$ cat config.mk
export PLATFORM = sky130hd
export DESIGN_NAME = dcffc_top
export DESIGN_NICKNAME = d
export VERILOG_FILES = /design/src/dcffc_pkg.sv /design/src/dcffc_sync.sv /design/src/dcffc_top.sv
export SDC_FILE = /design/constraint.sdc
export NUM_CORES = 1
export LEC_CHECK = 0
export BUFFER_PORTS_ARGS = -buffer_cell sky130_fd_sc_hd__buf_2
export CORE_MARGIN = 5
export CORE_UTILIZATION = 55
export CTS_CLUSTER_SIZE = 16
export DETAILED_ROUTE_END_ITERATION = 8
export PLACE_DENSITY_LB_ADDON = 0.05
export SLEW_MARGIN = 20
export SYNTH_ARGS = -nofsm -noshare
export SYNTH_HDL_FRONTEND = slang
export SYNTH_SLANG_ARGS = --single-unit
$ cat constraint.sdc
create_clock -name clock_i -period 9.7 [get_ports clock_i]
set_input_delay 0.485 -clock clock_i [delete_from_list [all_inputs] [get_ports clock_i]]
set_output_delay 0.485 -clock clock_i [all_outputs]
set_load 0.05 [all_outputs]
$ cat src/dcffc_pkg.sv
// Constants, level codes and reset values for the FIFO flush control block.
// Behaviour
// - Each side samples its own flush request.
// - A flush crosses into the other side.
// - Status flags are invalid while flushing.
// - Write flush invalidates write flags until complete.
// - Read routine starts on next read edge.
// - Write flush takes two read cycles.
// - Entry-left flag marks write flush done.
// - Write level updates on next write edge.
// - Read flush takes two write cycles.
// - Entry-left flag marks read flush done.
// - Read level updates on next read edge.
// - Clock phase may add one cycle.
// - Immediate clear hits both pointers, unfiltered.
// - Write level code reports free room.
// - Read level code reports occupancy.
// - Entry-left flag when exactly one used.
// - Immediate clear polarity is selectable.
package dcffc_pkg;

  // Write side room codes.
  localparam logic [3:0] DCFFC_WL_FULL = 4'h0;
  localparam logic [3:0] DCFFC_WL_EMPTY = 4'h1;
  localparam logic [3:0] DCFFC_WL_HALF = 4'h2;
  localparam logic [3:0] DCFFC_WL_QUARTER = 4'h3;
  localparam logic [3:0] DCFFC_WL_64 = 4'h4;
  localparam logic [3:0] DCFFC_WL_32 = 4'hA;
  localparam logic [3:0] DCFFC_WL_16 = 4'hB;
  localparam logic [3:0] DCFFC_WL_8 = 4'hC;
  localparam logic [3:0] DCFFC_WL_4 = 4'hD;
  localparam logic [3:0] DCFFC_WL_2 = 4'hE;
  localparam logic [3:0] DCFFC_WL_1 = 4'hF;

  // Read side fill codes.
  localparam logic [3:0] DCFFC_RL_EMPTY = 4'h0;
  localparam logic [3:0] DCFFC_RL_1 = 4'h1;
  localparam logic [3:0] DCFFC_RL_2 = 4'h2;
  localparam logic [3:0] DCFFC_RL_4 = 4'h3;
  localparam logic [3:0] DCFFC_RL_8 = 4'h4;
  localparam logic [3:0] DCFFC_RL_16 = 4'h5;
  localparam logic [3:0] DCFFC_RL_32 = 4'h6;
  localparam logic [3:0] DCFFC_RL_64 = 4'h8;
  localparam logic [3:0] DCFFC_RL_QUARTER = 4'hD;
  localparam logic [3:0] DCFFC_RL_HALF = 4'hE;
  localparam logic [3:0] DCFFC_RL_FULL = 4'hF;

  // Band thresholds in entries.
  localparam int DCFFC_BAND_64 = 64;
  localparam int DCFFC_BAND_32 = 32;
  localparam int DCFFC_BAND_16 = 16;
  localparam int DCFFC_BAND_8 = 8;
  localparam int DCFFC_BAND_4 = 4;
  localparam int DCFFC_BAND_2 = 2;

  // Default depth and synchroniser length.
  localparam int DCFFC_DEPTH = 512;
  localparam int DCFFC_SYNC_STAGES = 2;

  // Reset values of the status outputs.
  localparam logic [3:0] DCFFC_WL_RESET = DCFFC_WL_EMPTY;
  localparam logic [3:0] DCFFC_RL_RESET = DCFFC_RL_EMPTY;

  // Flush sequencer states.
  typedef enum logic [2:0] {
    DCFFC_IDLE,
    DCFFC_W_WAIT,
    DCFFC_W_RUN,
    DCFFC_W_DONE,
    DCFFC_R_WAIT,
    DCFFC_R_RUN,
    DCFFC_R_DONE
  } dcffc_state_type;

endpackage

$ cat src/dcffc_sync.sv
// Two-stage synchroniser for a group of pin inputs.
`timescale 1ns/1ps
`default_nettype none
module dcffc_sync #(
  parameter int WIDTH = 8
) (
  // Clock and reset.
  input wire logic clk_i,
  input wire logic rst_n_i,
  // Asynchronous inputs and their synchronised copies.
  input wire logic [WIDTH-1:0] d_i,
  output logic [WIDTH-1:0] q_o
);

  logic [WIDTH-1:0] meta_reg;
  logic [WIDTH-1:0] meta_next;
  logic [WIDTH-1:0] stable_reg;
  logic [WIDTH-1:0] stable_next;

  // The first stage feeds only the second stage.
  always_comb begin
    meta_next = d_i;
    stable_next = meta_reg;
    if (!rst_n_i) begin
      meta_next = '0;
      stable_next = '0;
    end
  end

  // Registers of both stages.
  always_ff @(posedge clk_i) begin
    meta_reg <= meta_next;
    stable_reg <= stable_next;
  end

  assign q_o = stable_reg;

endmodule
`default_nettype wire

$ cat src/dcffc_top.sv
// Flush control and level status for a FIFO with separate write and read clocks.
`timescale 1ns/1ps
`default_nettype none
module dcffc_top import dcffc_pkg::*; #(
  parameter int DEPTH = DCFFC_DEPTH
) (
  // System clock and reset.
  input wire logic clock_i,
  input wire logic rst_n_i,
  // Write side pins.
  input wire logic write_clock_i,
  input wire logic write_flush_i,
  input wire logic push_i,
  // Read side pins.
  input wire logic read_clock_i,
  input wire logic read_flush_i,
  input wire logic pop_i,
  // Immediate clear and its polarity select.
  input wire logic immediate_clear_i,
  input wire logic clear_invert_i,
  // Status outputs.
  output logic [3:0] write_level_code_o,
  output logic [3:0] read_level_code_o,
  output logic one_slot_free_flag_o,
  output logic one_entry_left_flag_o,
  output logic flush_busy_o
);

  localparam int AW = $clog2(DEPTH);
  localparam int CW = AW + 1;

  // Room code from the free slot count.
  function automatic logic [3:0] room_code(input int room);
    logic [3:0] code;
    code = DCFFC_WL_1;
    if (room == 0) code = DCFFC_WL_FULL;
    else if (room == DEPTH) code = DCFFC_WL_EMPTY;
    else if (room > DEPTH / 2) code = DCFFC_WL_HALF;
    else if (room > DEPTH / 4) code = DCFFC_WL_QUARTER;
    else if (room >= DCFFC_BAND_64) code = DCFFC_WL_64;
    else if (room >= DCFFC_BAND_32) code = DCFFC_WL_32;
    else if (room >= DCFFC_BAND_16) code = DCFFC_WL_16;
    else if (room >= DCFFC_BAND_8) code = DCFFC_WL_8;
    else if (room >= DCFFC_BAND_4) code = DCFFC_WL_4;
    else if (room >= DCFFC_BAND_2) code = DCFFC_WL_2;
    return code;
  endfunction

  // Fill code from the occupied slot count.
  function automatic logic [3:0] fill_code(input int used);
    logic [3:0] code;
    code = DCFFC_RL_1;
    if (used == 0) code = DCFFC_RL_EMPTY;
    else if (used == DEPTH) code = DCFFC_RL_FULL;
    else if (used >= DEPTH / 2) code = DCFFC_RL_HALF;
    else if (used >= DEPTH / 4) code = DCFFC_RL_QUARTER;
    else if (used >= DCFFC_BAND_64) code = DCFFC_RL_64;
    else if (used >= DCFFC_BAND_32) code = DCFFC_RL_32;
    else if (used >= DCFFC_BAND_16) code = DCFFC_RL_16;
    else if (used >= DCFFC_BAND_8) code = DCFFC_RL_8;
    else if (used >= DCFFC_BAND_4) code = DCFFC_RL_4;
    else if (used >= DCFFC_BAND_2) code = DCFFC_RL_2;
    return code;
  endfunction

  logic [7:0] pins_sync;
  logic wclk_s;
  logic rclk_s;
  logic wflush_s;
  logic rflush_s;
  logic push_s;
  logic pop_s;
  logic clear_s;
  logic invert_s;

  // All pin inputs pass two flip-flops before use.
  dcffc_sync #(
    .WIDTH(8)
  ) u_sync (
    .clk_i(clock_i),
    .rst_n_i(rst_n_i),
    .d_i({write_clock_i, read_clock_i, write_flush_i, read_flush_i,
          push_i, pop_i, immediate_clear_i, clear_invert_i}),
    .q_o(pins_sync)
  );

  assign {wclk_s, rclk_s, wflush_s, rflush_s, push_s, pop_s, clear_s, invert_s} = pins_sync;

  dcffc_state_type state_reg;
  dcffc_state_type state_next;
  logic wclk_prev_reg;
  logic wclk_prev_next;
  logic rclk_prev_reg;
  logic rclk_prev_next;
  logic [CW-1:0] wr_ptr_reg;
  logic [CW-1:0] wr_ptr_next;
  logic [CW-1:0] rd_ptr_reg;
  logic [CW-1:0] rd_ptr_next;
  logic [3:0] wlevel_reg;
  logic [3:0] wlevel_next;
  logic [3:0] rlevel_reg;
  logic [3:0] rlevel_next;
  logic slot_free_reg;
  logic slot_free_next;
  logic entry_left_reg;
  logic entry_left_next;
  logic busy_reg;
  logic busy_next;

  logic wedge;
  logic redge;
  logic clear_act;
  logic [CW-1:0] used;
  logic [CW-1:0] used_after;
  logic full;
  logic empty;

  // Rising edges of each side's clock, seen on the system clock.
  assign wedge = wclk_s & ~wclk_prev_reg;
  assign redge = rclk_s & ~rclk_prev_reg;
  assign clear_act = clear_s ^ invert_s;
  assign used = wr_ptr_reg - rd_ptr_reg;
  assign full = (int'(used) == DEPTH);
  assign empty = (used == '0);

  // Flush sequencer, pointers and status next values.
  always_comb begin
    state_next = state_reg;
    wclk_prev_next = wclk_s;
    rclk_prev_next = rclk_s;
    wr_ptr_next = wr_ptr_reg;
    rd_ptr_next = rd_ptr_reg;
    wlevel_next = wlevel_reg;
    rlevel_next = rlevel_reg;
    slot_free_next = slot_free_reg;
    entry_left_next = entry_left_reg;
    busy_next = busy_reg;
    used_after = used;
    case (state_reg)
      DCFFC_IDLE: begin
        if (wedge && wflush_s) begin
          state_next = DCFFC_W_WAIT;
          busy_next = 1'b1;
        end else if (redge && rflush_s) begin
          state_next = DCFFC_R_WAIT;
          busy_next = 1'b1;
        end else begin
          if (wedge && push_s && !full) wr_ptr_next = wr_ptr_reg + 1'b1;
          if (redge && pop_s && !empty) rd_ptr_next = rd_ptr_reg + 1'b1;
          used_after = wr_ptr_next - rd_ptr_next;
          if (wedge) begin
            wlevel_next = room_code(DEPTH - int'(used_after));
            slot_free_next = (DEPTH - int'(used_after)) == 1;
          end
          if (redge) begin
            rlevel_next = fill_code(int'(used_after));
            entry_left_next = (used_after == CW'(1));
          end
        end
      end
      // Write flush: the read side begins on its next edge.
      DCFFC_W_WAIT: if (redge) state_next = DCFFC_W_RUN;
      DCFFC_W_RUN: begin
        if (redge) begin
          state_next = DCFFC_W_DONE;
          wr_ptr_next = '0;
          rd_ptr_next = '0;
          rlevel_next = DCFFC_RL_EMPTY;
          entry_left_next = 1'b1;
        end
      end
      DCFFC_W_DONE: begin
        if (wedge) begin
          state_next = DCFFC_IDLE;
          wlevel_next = DCFFC_WL_EMPTY;
          slot_free_next = 1'b0;
          entry_left_next = 1'b0;
          busy_next = 1'b0;
        end
      end
      // Read flush: the write side runs two cycles of its own.
      DCFFC_R_WAIT: if (wedge) state_next = DCFFC_R_RUN;
      DCFFC_R_RUN: begin
        if (wedge) begin
          state_next = DCFFC_R_DONE;
          wr_ptr_next = '0;
          rd_ptr_next = '0;
          wlevel_next = DCFFC_WL_EMPTY;
          slot_free_next = 1'b0;
          entry_left_next = 1'b1;
        end
      end
      DCFFC_R_DONE: begin
        if (redge) begin
          state_next = DCFFC_IDLE;
          rlevel_next = DCFFC_RL_EMPTY;
          entry_left_next = 1'b0;
          busy_next = 1'b0;
        end
      end
      default: state_next = DCFFC_IDLE;
    endcase
    // The immediate clear overrides everything but reset, with no filtering.
    if (clear_act) begin
      state_next = DCFFC_IDLE;
      wr_ptr_next = '0;
      rd_ptr_next = '0;
      wlevel_next = DCFFC_WL_EMPTY;
      rlevel_next = DCFFC_RL_EMPTY;
      slot_free_next = 1'b0;
      entry_left_next = 1'b0;
      busy_next = 1'b0;
    end
    if (!rst_n_i) begin
      state_next = DCFFC_IDLE;
      wclk_prev_next = 1'b0;
      rclk_prev_next = 1'b0;
      wr_ptr_next = '0;
      rd_ptr_next = '0;
      wlevel_next = DCFFC_WL_RESET;
      rlevel_next = DCFFC_RL_RESET;
      slot_free_next = 1'b0;
      entry_left_next = 1'b0;
      busy_next = 1'b0;
    end
  end

  // State registers.
  always_ff @(posedge clock_i) begin
    state_reg <= state_next;
    wclk_prev_reg <= wclk_prev_next;
    rclk_prev_reg <= rclk_prev_next;
    wr_ptr_reg <= wr_ptr_next;
    rd_ptr_reg <= rd_ptr_next;
    wlevel_reg <= wlevel_next;
    rlevel_reg <= rlevel_next;
    slot_free_reg <= slot_free_next;
    entry_left_reg <= entry_left_next;
    busy_reg <= busy_next;
  end

  // Outputs come straight from registers.
  assign write_level_code_o = wlevel_reg;
  assign read_level_code_o = rlevel_reg;
  assign one_slot_free_flag_o = slot_free_reg;
  assign one_entry_left_flag_o = entry_left_reg;
  assign flush_busy_o = busy_reg;

endmodule
`default_nettype wire

# --- Word-level counts from Yosys, hierarchy flattened ---
# Cells that the tools add are included.
totals:
  register_bits: 52
  output_inout_bits: 11
  in_bits: 10
  word_cells: 159
op_classes:
  eq_ne: 24
  n_mux: 70
  bitwise: 6
  n_addsub: 5
  order_cmp: 16
  n_reduce_logical: 26
ops:
  columns: ["op", "n"]
  rows:
  - ["$mux 10", 14]
  - ["$mux 4", 18]
  - ["$pmux 10 s3", 2]
  - ["$mux 3", 13]
  - ["$logic_not 32->1", 1]
  - ["$pmux 3 s7", 1]
  - ["$add 10x1->10 const B", 2]
  - ["$eq 10x10->1 const B", 2]
  - ["$logic_not 10->1", 2]
  - ["$ne 2x2->1 const B", 10]
  - ["$sub 10x10->10", 2]
  - ["$pmux 4 s2", 2]
  - ["$reduce_and 5->1", 3]
  - ["$mux 1", 13]
  - ["$eq 11x11->1 const B", 1]
  - ["$eq 11x2->1 const B", 1]
  - ["$ge 11x3->1 const B", 1]
  - ["$ge 11x4->1 const B", 1]
  - ["$ge 11x5->1 const B", 1]
  - ["$ge 11x6->1 const B", 1]
  - ["$ge 11x7->1 const B", 1]
  - ["$ge 11x8->1 const B", 1]
  - ["$gt 11x10->1 const B", 1]
  - ["$gt 11x9->1 const B", 1]
  - ["other kinds (32)", 52]

# --- Logic depth before layout (Yosys ltp) ---
depth:
  depth_word: 25
  depth_mapped: 28
  ltp_nobuf: 25

# --- Cells and area by module ---
# From an unflattened synthesis, not the netlist that was laid out.
unflattened:
  hier_cells: 516
  hier_area_um2: 4119.0
modules_own_cells:
  columns: ["module", "n_inst", "seq_area_each_um2", "cells_per_inst", "area_per_inst_um2"]
  rows:
  - ["dcffc_top", 1, 720.7, 483, 3672.3]
  - ["dcffc_sync", 1, 320.3, 33, 446.7]

# --- Worst setup path after synthesis ---
# No wires, ideal clock.
synth_path:
  path_type: "register -> register"
  startpoint: "register rd_ptr_reg[6]"
  endpoint: "register wlevel_reg[0] (netlist: write_level_code_o[0])"
  path_buffers: 3
  path_slack_ns: 4.426
  arrival_ns: 5.145
  period_less_slack_ns: 5.274
  stages_incl_launch_ff: 28
  required_ns: 9.571
  setup_ns: 0.129
  cell_sequence: "dfxtp_1 > inv_1 > ha_1 > or3b_1 > mux2i_1 > a2111o_1 > a31oi_2 > and3_1 > buf_4 > a21oi_1 > nand3_1 > xnor2_1 > ha_1 > clkbuf_1 > nor2_1 > nor2b_1 > o21ai_0 > nand2b_1 > nand3_1 > o21ai_0 > a31oi_1 > o311a_1 > clkbuf_1 > nand2_1 > a211o_1 > a221o_1 > o32ai_2 > o22ai_1"
synth_via:
  elab_chain_cells: 25
  word_cells_on_any_way: 42
  cone_classes: "add/sub (4); order compare (8); eq/ne (2); mux (22); reduce/logical (6)"
synth_rtl:
  columns: ["element", "line", "text"]
  rows:
  - ["start, declared", "dcffc_top.sv:97", "logic [CW-1:0] rd_ptr_reg;"]
  - ["start signal, assigned", "dcffc_top.sv:234", "rd_ptr_reg <= rd_ptr_next;"]
  - ["$sub 10x10->10", "dcffc_top.sv:122", "assign used = wr_ptr_reg - rd_ptr_reg;"]
  - ["$eq 10x10->1 / $logic_not 10->1 (equally long branches)", "dcffc_top.sv:123, dcffc_top.sv:124", null]
  - ["$logic_not 1->1, on equally long branches", "dcffc_top.sv:148, dcffc_top.sv:149", null]
  - ["$logic_and 1x1->1, on equally long branches", "dcffc_top.sv:148, dcffc_top.sv:149", null]
  - ["$mux 10, on equally long branches", "dcffc_top.sv:148, dcffc_top.sv:149", null]
  - ["$mux 10", "dcffc_top.sv:144", "end else if (redge && rflush_s) begin"]
  - ["$mux 10", "dcffc_top.sv:141", "if (wedge && wflush_s) begin"]
  - ["$mux 10", "dcffc_top.sv:139", "case (state_reg)"]
  - ["[9 not listed]", null, null]
  - ["$mux 4", "dcffc_top.sv:39", "else if (room > DEPTH / 4) code = DCFFC_WL_QUARTER;"]
  - ["$mux 4", "dcffc_top.sv:38", "else if (room > DEPTH / 2) code = DCFFC_WL_HALF;"]
  - ["$mux 4", "dcffc_top.sv:37", "else if (room == DEPTH) code = DCFFC_WL_EMPTY;"]
  - ["$mux 4 *", "dcffc_top.sv:36", "if (room == 0) code = DCFFC_WL_FULL;"]
  - ["$mux 4 *", "dcffc_top.sv:151", "if (wedge) begin"]
  - ["$mux 4 *", "dcffc_top.sv:144", null]
  - ["$mux 4 *", "dcffc_top.sv:141", null]
  - ["$pmux 4 s2 *", "dcffc_top.sv:139", null]
  - ["end signal, assigned", "dcffc_top.sv:235", "wlevel_reg <= wlevel_next;"]
  - ["end, declared", "dcffc_top.sv:99", "logic [3:0] wlevel_reg;"]
# Mark *: on every way between the ends. The rest lies on a longest branch, timed or not. The select of a mux whose other input is x is not followed.
# A chain may end at the register's enable or synchronous reset.

# --- Worst setup path in the final report ---
layout_path:
  startpoint: "register rd_ptr_reg[6]"
  endpoint: "register wlevel_reg[1] (netlist: write_level_code_o[1])"
layout_via:
  elab_chain_cells: 24
  word_cells_on_any_way: 40
  cone_classes: "add/sub (4); order compare (7); eq/ne (2); mux (21); reduce/logical (6)"
layout_rtl:
  columns: ["element", "line"]
  rows:
  - ["$sub 10x10->10", "dcffc_top.sv:122"]
  - ["$eq 10x10->1 / $logic_not 10->1 (equally long branches)", "dcffc_top.sv:123, dcffc_top.sv:124"]
  - ["$logic_not 1->1, on equally long branches", "dcffc_top.sv:148, dcffc_top.sv:149"]
  - ["$logic_and 1x1->1, on equally long branches", "dcffc_top.sv:148, dcffc_top.sv:149"]
  - ["$mux 10, on equally long branches", "dcffc_top.sv:148, dcffc_top.sv:149"]
  - ["$mux 10", "dcffc_top.sv:144"]
  - ["$mux 10", "dcffc_top.sv:141"]
  - ["$mux 10", "dcffc_top.sv:139"]
  - ["[8 not listed]", null]
  - ["$mux 4", "dcffc_top.sv:39"]
  - ["$mux 4", "dcffc_top.sv:38"]
  - ["$mux 4", "dcffc_top.sv:37"]
  - ["$mux 4 *", "dcffc_top.sv:36"]
  - ["$mux 4 *", "dcffc_top.sv:151"]
  - ["$mux 4 *", "dcffc_top.sv:144"]
  - ["$mux 4 *", "dcffc_top.sv:141"]
  - ["$pmux 4 s2 *", "dcffc_top.sv:139"]
# Marks and branches as above.

==> metrics.txt <==
syn nets=598; Pwr Density=85.7 nW/um2; post-synthesis mux area share=1.20%; post-route setup slack=3.53 ns; fin crit share=63.6%; Switch Pwr=106 uW; clock network power share=36.0%; Via Count=4101; VDD IR-drop max=65.6 uV; required time of the critical path=9.96 ns; Filler Cell Count=736; Sw Ratio=27.3%; initial antenna violation count=0; TritonCTS clock tree=yes; Die W=98.3 um; Die Y=98.3 um; Netlist cell types=75; met3 GRT Util=2.93%; drt total wl=10.8 mm; Synth Area in Adders=7.18%; critical path class=reg2reg; Max-slew headroom=36.3%; Pint=281 uW; largest family of logic cells by synthesized area=compound AO/OA/AOI/OAI gates; DR pass1 iterations=5; final setup fails=0; simple-gate share of the synthesized area=26.7%; Max Clock Freq=162 MHz; Post-synth top cells=nor2_1, dfxtp_1, a21oi_1; vias in the first global route=3874; sequential power share=56.5%; clock sinks=52; crit end category=flop; top-count cell post-synth=nor2_1; largest net degree at the start of global routing=21; mean post-synth cell area=7.60 um2; HP Class=in2reg; core area=7650 um2; setup TNS=0 ns; Post-CTS Setup Bufs=0; Ys Warns=0; max-cap violations=0; gr ovfl total=0; DRC errors left=0; Area growth syn-to-layout=5.37%; initial DRC count=268; first-pass GRT wire length=18.4 mm; clock slew at reported path FFs=0.11 ns; Ant. Diodes=0; crit path launch type=flop; Final Hold Viols=0; post-CTS resize count=0; global routing's busiest layer=met2; hpwl dp=8.21 mm; vias per cell=6.12; GRT met1 Usage=32.3%; maximum clock insertion buffer count=2; H-tree depth=2; Synth Area in XOR/XNOR=7.85%; cts bufs inserted=5; Slew @ Worst Pin=0.955 ns; Clock Skew=0.00506 ns; Compound-Gate Fraction of Synth Area=27.9%; DRT antenna net count=0; WL/cell=16.1 um; hold buffers post-CTS=0; combinational group share of total power=7.4%; Final nets=601; RSZ-0062 raised after global routing=false; met2 Resource Use GR=35.5%; Lkg Pwr=0.00186 uW; cell area after synthesis=4290 um2; routability cong.=0.906; Root Buffer=clkbuf_8; Top FF cell, synth=dfxtp_1; share of layout cells above drive strength 1=10.2%; outcome=finished clean; Synth Instances=564; die area=9660 um2; Initial Utilization=56.1%; Setup WS pre-CTS=3.64 ns; port buffer count=20; # IOs=21; Synth async-reset ratio=0%; dominant cell type by area after synthesis=dfxtp_1; clock latency at the later pin of the worst-skew pair=0.31 ns; Post-synth EDFFs=0; top-area cell type share of the netlist area=24.3%; crit path DAT=6.43 ns; row cnt=32; total track usage=22.5%; top cells by area, synth=dfxtp_1, ha_1, a21oi_1, nor2_1, and2_1; sequential area share after synthesis=24.3%; Final min period=6.17 ns; number of synthesized register bits=52; Worst Path Max Fanout=11; max-slew violation count=0
==> power by group through the flow <==
stage / combinational [uW] / clock (uW) / sequential, uW
6_report: 28.8 / 140 / 219
5_1_grt: 32.1 / 155 / 219
4_1_cts: 28.6 / 144 / 219
3_5_place_dp: 28.6 / 0 / 224
3_3_place_gp: 28.3 / 0 / 224
2_1_floorplan: 19.5 / 0 / 224
==> path summary, 6_finish.rpt <==
path / from / end / slack (ns) / cells after the start
setup reg to reg: rd_ptr_reg[6]$_SDFFE_PP0P_ / write_level_code_o[1]$_SDFFE_PP0P_ / 3.53 / 24
hold / removal: read_clock_i / u_sync.meta_reg[6]$_SDFF_PN0_ / 0.37 / 2
setup / recovery: rd_ptr_reg[6]$_SDFFE_PP0P_ / write_level_code_o[1]$_SDFFE_PP0P_ / 3.53 / 24
hold reg to reg: u_sync.meta_reg[0]$_SDFF_PN0_ / u_sync.q_o[0]$_SDFF_PN0_ / 0.44 / 1
==> cells by family after synthesis <==
logic type	after synthesis
compound gates	174
simple gates	223
xor+xnor	35
mux	5
flops	52
buf+inv	51
fa+ha+maj	24
==> cell usage in the layout, fill, tap and decap left out, types with 7 or more instances in the layout <==
master and count:
a211oi_1 7, a21o_1 8, a21oi_1 47, a31oi_1 8, and2_1 28, and3_1 7, buf_2 20, dfxtp_1 52
ha_1 23, inv_1 24, nand2_1 46, nand3_1 25, nand4_1 7, nor2_1 56, nor2b_1 9, nor3_1 20
o211ai_1 8, o21ai_0 32, xnor2_1 20, xor2_1 12
==> critical path, cell delays in order (launching register included) <==
cell,delay [ns]
dfxtp_1,0.41
inv_1,0.08
ha_1,0.36
and2b_1,0.19
a221o_1,0.29
a2111o_1,0.38
a31oi_2,0.21
and3_1,0.37
a21oi_1,0.24
nand3_1,0.28
xnor2_1,0.11
ha_1,0.43
nor2_1,0.17
nor2b_1,0.06
o21ai_0,0.14
nand2b_1,0.11
and2_1,0.21
and3_1,0.19
mux2_2,0.28
nor2_1,0.61
o2111ai_1,0.26
a211oi_1,0.28
o22ai_1,0.16
o2111ai_1,0.12
o211a_1,0.17
==> per-layer routing <==
layer,vias to the layer above,share of wire [%]
met5,-,0
met2,126,45
li1,2050,-
met3,16,5.8
met1,1909,48
met4,0,1.5
==> final cells by class <==
cell class	instances	area [um2]	share of cell area, %
clock buffers	5	68.8	1.52
inverters	24	90.1	1.99
flip-flops and latches	52	1040	23.0
multi-input cells	461	3040	67.3
repair buffers	23	123	2.71
well taps	102	128	2.82
clock inverters	3	28.8	0.637
==> metrics by stage <==
stage	util (%)	instances	cell area, um2	hold slack [ns]	total power, uW
global route	59.1	670	4520	0.360	407
floorplan	-	564	4290	0.412	244
finish	59.1	670	4520	0.371	387
global placement	57.8	662	4420	0.415	252
detailed placement	57.8	662	4420	0.419	252
CTS	59.1	670	4520	0.360	391
Note: power is estimated with default switching activity, not from simulation.
